[src/logic/occ_consts.svh]
// Register map, field positions and timing counts of the clock source control block
`ifndef OCC_CONSTS_SVH
`define OCC_CONSTS_SVH
// ==========================================================
// Register offsets
`define OCC_CTRL_OFS      12'h000
`define OCC_STAT_OFS      12'h004
`define OCC_MASK_OFS      12'h008
// ==========================================================
// Control register fields
`define OCC_LOOP_RDY_BIT  25
`define OCC_LOOP_EN_BIT   24
`define OCC_LOOP_GATE_BIT 23
`define OCC_LOOP_BYP_BIT  22
`define OCC_SUP_EN_BIT    19
`define OCC_EXT_BYP_BIT   18
`define OCC_EXT_RDY_BIT   17
`define OCC_EXT_EN_BIT    16
`define OCC_TRIM_MSB      7
`define OCC_TRIM_LSB      3
`define OCC_INT_RDY_BIT   1
`define OCC_INT_EN_BIT    0
`define OCC_TRIM_RST      5'h10
// ==========================================================
// Event register fields and timing
`define OCC_EVT_W         4
`define OCC_EVT_LOOP      0
`define OCC_EVT_EXT       1
`define OCC_EVT_INT       2
`define OCC_EVT_FAIL      3
`define OCC_OFF_CYCLES    3'h6
`endif

[src/logic/occ_pkg.sv]
// Types shared by the clock source control block
package occ_pkg;
  // Selected system clock source, from the clock switch
  typedef enum logic [1:0] {
    CLK_SRC_INT,
    CLK_SRC_EXT,
    CLK_SRC_LOOP
  } occ_clksrc_e;

  typedef struct packed {
    logic        psel;
    logic        penable;
    logic        pwrite;
    logic [11:0] paddr;
    logic [31:0] pwdata;
  } occ_apb_req_s;

  typedef struct packed {
    logic        pready;
    logic        pslverr;
    logic [31:0] prdata;
  } occ_apb_rsp_s;

  // Analog status levels, asynchronous to clk
  typedef struct packed {
    logic loopLocked;
    logic extOscReady;
    logic intOscStable;
    logic extOscFail;
  } occ_osc_stat_s;

  typedef struct packed {
    logic       loopEnable;
    logic       loopOutputGate;
    logic       loopBypass;
    logic       extOscEnable;
    logic       extOscBypass;
    logic       intOscEnable;
    logic [4:0] intOscTrim;
    logic       supervisorRun;
  } occ_clk_ctrl_s;
endpackage : occ_pkg

[src/logic/occ_clock_source_ctrl.sv]
// Clock source control register with ready flags, hardware overrides and event interrupt
`timescale 1ns/10ps
`default_nettype none
`include "occ_consts.svh"

module occ_clock_source_ctrl
  import occ_pkg::*;
(
  // Clock and reset
  input  wire logic          clk,
  input  wire logic          rst_n,
  // Register bus
  input  wire occ_apb_req_s  apbReq,
  output var  occ_apb_rsp_s  apbRsp,
  // Power mode and clock switch
  input  wire logic          lowPowerEntry,
  input  wire logic          lowPowerExit,
  input  wire occ_clksrc_e   sysClkSel,
  // Oscillator status
  input  wire occ_osc_stat_s oscStat,
  // Oscillator controls and event interrupt
  output var  occ_clk_ctrl_s clkCtrl,
  output var  logic          irq
);

  // ==========================================================
  // State
  typedef struct packed {
    logic                  loopEn;
    logic                  loopGate;
    logic                  loopByp;
    logic                  supEn;
    logic                  supRun;
    logic                  extByp;
    logic                  extEn;
    logic                  intEn;
    logic [4:0]            trim;
    logic                  loopRdy;
    logic                  extRdy;
    logic                  intRdy;
    logic [2:0]            extCnt;
    logic [2:0]            intCnt;
    logic [1:0]            lockSync;
    logic [1:0]            extSync;
    logic [1:0]            intSync;
    logic [1:0]            failSync;
    logic [`OCC_EVT_W-1:0] evtStat;
    logic [`OCC_EVT_W-1:0] evtMask;
    logic                  irq;
    logic                  pready;
    logic                  pslverr;
    logic [31:0]           prdata;
  } occ_state_s;

  localparam occ_state_s OCC_RST = '{trim: `OCC_TRIM_RST, intEn: 1'b1, default: '0};

  occ_state_s state_reg;
  occ_state_s state_next;
  logic       wrCtrl;
  logic       setup;
  logic       failEvt;
  logic [31:0] wd;

  // Hold an enable against clearing while its clock drives the system
  function automatic logic keepEn(input logic oldV, input logic newV, input logic locked);
    keepEn = locked ? (oldV | newV) : newV;
  endfunction : keepEn

  function automatic logic isMapped(input logic [11:0] a);
    isMapped = (a == `OCC_CTRL_OFS) || (a == `OCC_STAT_OFS) || (a == `OCC_MASK_OFS);
  endfunction : isMapped

  // Acknowledged write: the only cycle in which a write may land
  function automatic logic isWrAcc(input occ_apb_req_s r, input logic rdy);
    isWrAcc = r.psel && r.penable && rdy && r.pwrite;
  endfunction : isWrAcc

  function automatic logic [31:0] readWord(input occ_state_s s, input logic [11:0] a);
    readWord = '0;
    if (a == `OCC_CTRL_OFS) begin
      readWord[`OCC_LOOP_RDY_BIT]  = s.loopRdy;
      readWord[`OCC_LOOP_EN_BIT]   = s.loopEn;
      readWord[`OCC_LOOP_GATE_BIT] = s.loopGate;
      readWord[`OCC_LOOP_BYP_BIT]  = s.loopByp;
      readWord[`OCC_SUP_EN_BIT]    = s.supEn;
      readWord[`OCC_EXT_BYP_BIT]   = s.extByp;
      readWord[`OCC_EXT_RDY_BIT]   = s.extRdy;
      readWord[`OCC_EXT_EN_BIT]    = s.extEn;
      readWord[`OCC_TRIM_MSB:`OCC_TRIM_LSB] = s.trim;
      readWord[`OCC_INT_RDY_BIT]   = s.intRdy;
      readWord[`OCC_INT_EN_BIT]    = s.intEn;
    end else if (a == `OCC_STAT_OFS) begin
      readWord[`OCC_EVT_W-1:0] = s.evtStat;
    end else if (a == `OCC_MASK_OFS) begin
      readWord[`OCC_EVT_W-1:0] = s.evtMask;
    end
  endfunction : readWord

  // ==========================================================
  // Next state
  always_comb begin
    state_next = state_reg;
    wd         = apbReq.pwdata;
    setup      = apbReq.psel && !apbReq.penable;
    wrCtrl     = isWrAcc(apbReq, state_reg.pready) &&
                 (apbReq.paddr == `OCC_CTRL_OFS);
    // Pins pass two flops before use
    state_next.lockSync = {state_reg.lockSync[0], oscStat.loopLocked};
    state_next.extSync  = {state_reg.extSync[0], oscStat.extOscReady};
    state_next.intSync  = {state_reg.intSync[0], oscStat.intOscStable};
    state_next.failSync = {state_reg.failSync[0], oscStat.extOscFail};
    failEvt = state_reg.supRun && state_reg.failSync[1];

    if (wrCtrl) begin
      state_next.loopEn = keepEn(state_reg.loopEn, wd[`OCC_LOOP_EN_BIT], sysClkSel == CLK_SRC_LOOP);
      state_next.extEn = keepEn(state_reg.extEn, wd[`OCC_EXT_EN_BIT], sysClkSel == CLK_SRC_EXT);
      state_next.intEn = keepEn(state_reg.intEn, wd[`OCC_INT_EN_BIT], sysClkSel == CLK_SRC_INT);
      state_next.loopGate = wd[`OCC_LOOP_GATE_BIT];
      state_next.loopByp  = wd[`OCC_LOOP_BYP_BIT];
      state_next.supEn    = wd[`OCC_SUP_EN_BIT];
      if (!state_reg.extEn) begin
        state_next.extByp = wd[`OCC_EXT_BYP_BIT];
      end
      state_next.trim = wd[`OCC_TRIM_MSB:`OCC_TRIM_LSB];
    end
    if (lowPowerEntry) begin
      state_next.loopEn = 1'b0;
      state_next.extEn  = 1'b0;
    end
    if (lowPowerExit || failEvt) begin
      state_next.intEn = 1'b1;
    end

    state_next.loopRdy = state_reg.loopEn && state_reg.lockSync[1];
    if (state_reg.extEn) begin
      state_next.extRdy = state_reg.extSync[1];
      state_next.extCnt = '0;
    end else if (state_reg.extCnt != '0) begin
      state_next.extCnt = state_reg.extCnt - 3'h1;
      if (state_reg.extCnt == 3'h1) begin
        state_next.extRdy = 1'b0;
      end
    end
    if (state_reg.extEn && !state_next.extEn) begin
      state_next.extCnt = `OCC_OFF_CYCLES;
    end
    if (state_reg.intEn) begin
      state_next.intRdy = state_reg.intSync[1];
      state_next.intCnt = '0;
    end else if (state_reg.intCnt != '0) begin
      state_next.intCnt = state_reg.intCnt - 3'h1;
      if (state_reg.intCnt == 3'h1) begin
        state_next.intRdy = 1'b0;
      end
    end
    if (state_reg.intEn && !state_next.intEn) begin
      state_next.intCnt = `OCC_OFF_CYCLES;
    end
    state_next.supRun = state_next.supEn && state_next.extRdy;

    // ==========================================================
    // Events: set wins over write-one clear
    if (isWrAcc(apbReq, state_reg.pready)) begin
      if (apbReq.paddr == `OCC_STAT_OFS) begin
        state_next.evtStat = state_reg.evtStat & ~wd[`OCC_EVT_W-1:0];
      end
      if (apbReq.paddr == `OCC_MASK_OFS) begin
        state_next.evtMask = wd[`OCC_EVT_W-1:0];
      end
    end
    state_next.evtStat[`OCC_EVT_LOOP] |= state_next.loopRdy & ~state_reg.loopRdy;
    state_next.evtStat[`OCC_EVT_EXT]  |= state_next.extRdy & ~state_reg.extRdy;
    state_next.evtStat[`OCC_EVT_INT]  |= state_next.intRdy & ~state_reg.intRdy;
    state_next.evtStat[`OCC_EVT_FAIL] |= failEvt;
    state_next.irq = |(state_next.evtStat & state_next.evtMask);

    // Zero-wait answer: ready in the access cycle
    state_next.pready  = setup;
    state_next.pslverr = setup && !isMapped(apbReq.paddr);
    state_next.prdata  = (setup && !apbReq.pwrite) ? readWord(state_reg, apbReq.paddr) : '0;
  end

  always_ff @(posedge clk) begin
    if (!rst_n) begin
      state_reg <= OCC_RST;
    end else begin
      state_reg <= state_next;
    end
  end

  // ==========================================================
  // Outputs
  assign apbRsp.pready          = state_reg.pready;
  assign apbRsp.pslverr         = state_reg.pslverr;
  assign apbRsp.prdata          = state_reg.prdata;
  assign clkCtrl.loopEnable     = state_reg.loopEn;
  assign clkCtrl.loopOutputGate = state_reg.loopGate;
  assign clkCtrl.loopBypass     = state_reg.loopByp;
  assign clkCtrl.extOscEnable   = state_reg.extEn;
  assign clkCtrl.extOscBypass   = state_reg.extByp;
  assign clkCtrl.intOscEnable   = state_reg.intEn;
  assign clkCtrl.intOscTrim     = state_reg.trim;
  assign clkCtrl.supervisorRun  = state_reg.supRun;
  assign irq                    = state_reg.irq;

  logic wrAcc;
  assign wrAcc = isWrAcc(apbReq, apbRsp.pready) &&
                 apbReq.paddr == `OCC_CTRL_OFS;
endmodule : occ_clock_source_ctrl
`default_nettype wire

[config.mk]
export PLATFORM = sky130hd
export DESIGN_NAME = occ_clock_source_ctrl
export DESIGN_NICKNAME = d
export VERILOG_FILES = /design/src/logic/occ_pkg.sv /design/src/logic/occ_clock_source_ctrl.sv
export VERILOG_INCLUDE_DIRS = /design/src /design/src/logic
export SDC_FILE = /design/constraint.sdc
export NUM_CORES = 1
export LEC_CHECK = 0
export ABC_AREA = 1
export BUFFER_PORTS_ARGS = -buffer_cell sky130_fd_sc_hd__buf_4
export CAP_MARGIN = 15
export CORE_MARGIN = 4
export CORE_UTILIZATION = 43
export DETAILED_ROUTE_END_ITERATION = 7
export PLACE_DENSITY = 0.75
export SYNTH_ARGS = -nofsm -noshare
export SYNTH_HDL_FRONTEND = slang
export SYNTH_SLANG_ARGS = --single-unit
[constraint.sdc]
create_clock -name clk -period 1.5 [get_ports clk]
set_clock_uncertainty 0.2 [all_clocks]
set_input_delay 0.3 -clock clk [delete_from_list [all_inputs] [get_ports clk]]
set_output_delay 0.3 -clock clk [all_outputs]
set_load 0.03 [all_outputs]
==> reports/qor.yml <==
cells_and_area:
  fin_area_sq_um: 3294
  diodes: 0
  postLayoutCoreUtil_pct: 58.39
  largest_reg_flops: 22
  syn2layout_area_growth_pct: 27.88
  nets: 461
  drive_above_1_share_pct: 31.78
die:
  die-area_sq_um: 7293
  ios: 104
  die_h_microns: 85.40
  placementRows: 27
  core_sq_um: 5642
  die_x_microns: 85.40
  initial_utilization_pct: 45.66
hold_path:
  hp-class: "input port to register"
  hp-start: "apbReq[22]"
  holdPathStages: 3
clock_tree:
  cts_setup_buffers: 0
  cts_root_buf: "clkbuf_8"
  cts_made_buffers: 9
  insertion_delay_ns: 0.32
  clkTransAtPathRegs_ns: 0.06
  cts_tree: "yes"
  cts_max_level: 3
  cts.path.max_buffers: 2
  clock_sinks: 57
status:
  violations: "negative setup slack"
  status: "finished, violations left"
synthesis:
  synth_mux_area_share_pct: 0
  yosys_warnings: 0
  syn-cell-area_sq_um: 2576
  syn_avg_cell_area_sq_um: 7.713
  ys_types: 34
  synth_top_family_by_area: "simple AND/OR/NAND/NOR gates"
  synth-xor-area-share_pct: 0
  synth_compound_area_share_pct: 9.422
  yosysSeqAreaShare_pct: 44.29
  yosys.area_share.adder_pct: 0
  ys_ff_latch: 57
  synth_simple_gate_area_share_pct: 24.53
  synth_cells: 334
critical_path:
  r2r_slack_ns: -0.004
  start_kind: "register"
  cp_max_fo: 4
  startpoint: "apbRsp[33]"
  r2r_start: "apbRsp[33]"
  path_class: "register to register"
  worstRegToRegCells: 10
  end_kind: "register"
  cp.required_ns: 1.50
  cp_data_arrival_time_ns: 1.51
sta:
  fin_tns_setup_ns: -0.003533
  maxSlewViolCount: 0
  max_freq_ghz: 0.6651
  fin_ws_ns: -0.003533
  setup_violations: 1
  rsz0062_at_grt: "yes"
  min_period_ns: 1.504
  holdWs_ns: 0.03785
  period_share_pct: 100.2
  final_hold_viol_count: 0
power_and_ir_drop:
  peakVddDrop_uv: 768.0
  power_w: 0.003093
  p_leak_nw: 1.579
  powerDensity_nw_per_um2: 939.0
routing:
  vias: 2136
  wirelength_microns: 5522
  drt-wirelength-per-cell_microns: 11.48
  drtAntennaViolNets: 0
  via_per_inst: 4.441
  drc: 0
  drt_iter0_drc: 144
  firstDrtPassIters: 4
place:
  placed_area_sq_um: 3032
  dpl.hpwl_microns: 4291
  gp_congestion: 0.7888
  portBuffers: 69
global_route:
  track_usage_pct: 15.43
  antenna_found_initial: 0
  grt_remaining_overflow: 0
  grt_max_degree: 21
  grt_pass1_wl_microns: 8811
  grt_pass1_vias: 1964
flow_run:
  maxCapViolCount: 0
## power breakdown
part           leakage, nW  switching (W)  internal [W]  total [W]
combinational         1.01       0.000138      0.000106   0.000244
clock                0.102       0.000541      0.000775    0.00132
sequential           0.462     0.00000541       0.00153    0.00153
## cells in the mapped netlist
cell type | instances | area (sq um)
a2111o_1 | 1 | 11.26
a21oi_1 | 19 | 95.09
a21oi_2 | 2 | 17.52
a2bb2oi_1 | 1 | 8.760
a31oi_1 | 1 | 6.260
buf_2 | 3 | 15.01
buf_4 | 47 | 352.8
buf_6 | 2 | 22.52
clkbuf_1 | 1 | 3.750
clkinv_2 | 1 | 5.000
conb_1 | 1 | 3.750
dfxtp_1 | 57 | 1141
inv_1 | 39 | 146.4
inv_2 | 3 | 11.26
nand2_1 | 70 | 262.8
nand2_2 | 3 | 18.77
nand3_1 | 12 | 60.06
nand3_2 | 1 | 10.01
nand3_4 | 1 | 17.52
nand3b_1 | 1 | 7.510
nand4_1 | 5 | 31.28
nor2_1 | 30 | 112.6
nor2_2 | 1 | 6.260
nor2_4 | 3 | 33.78
nor3_1 | 5 | 25.02
nor3_2 | 1 | 10.01
nor3_4 | 1 | 16.27
nor3b_1 | 1 | 7.510
nor4_1 | 2 | 12.51
o211ai_1 | 1 | 7.510
o21ai_0 | 15 | 75.07
o21ai_1 | 1 | 5.000
o21bai_1 | 1 | 7.510
o311ai_0 | 1 | 8.760
## cell families after synthesis
logic type	Yosys count
AOI/OAI and AO/OA	43
buffers and inverters	96
DFF	57
other	1
and+or+nand+nor	137
## layout make-up
cell class,count,area [sq um]
fill,496,2347
sequential,57,1145
multi-input combinational,196,945.9
timing repair buffer,97,757.0
clock buffer,14,182.7
inverter,43,163.9
tap,72,90.09
clock inverter,2,10.01
## per-stage QoR
step / worst slack, ns / instances
floorplan: 0.01353 / 349
global placement: -0.2096 / 460
detailed placement: -0.2427 / 460
CTS: -0.02311 / 481
global route: -0.1249 / 481
finish: -0.003533 / 481
## layer usage
metal  wire, microns  track usage (%)
met1            2283            18.05
met2            2777            25.99
met3             412            5.728
met4              48            5.180
met5               0                0
## worst max-delay path, cell delays in order, from the launching register on
cell and delay, ns:
dfxtp_2 0.35, nand2_2 0.07, nor2_4 0.16, nand2_1 0.06
nand3b_1 0.16, nand2_1 0.08, nand2_1 0.07, nand2_1 0.07
nand2_1 0.05, nor2_1 0.08, nor2_1 0.05
## repair_timing
action / CTS / global route
hold buffers: 5 / 0
endpoints found under the setup margin: 3 / 14
cloned: 0 / 0
pin swaps: 1 / 1
resized for setup: 4 / 7
endpoints found under the hold margin: 5 / 0
## path summary, 6_finish.rpt
path	to
setup / recovery	irq
hold / removal	clkCtrl[9]
setup reg to reg	irq
hold reg to reg	state_reg[44]
## cell usage in the layout (no fill, tap or decap), types with 2 or more instances in the layout
cell type	instances
buf_4	90
nand2_1	69
dfxtp_1	54
inv_1	39
nor2_1	30
a21oi_1	19
conb_1	16
clkbuf_8	13
o21ai_0	12
nand3_1	11
nor3_1	5
nand4_1	5
dlygate4sd3_1	5
nand2_2	4
inv_2	3
nor2_4	3
o21ai_1	3
dfxtp_2	3
nand3_2	2
a21oi_2	2
nor4_1	2
clkinv_2	2
Note: power is estimated with default switching activity, not from simulation.
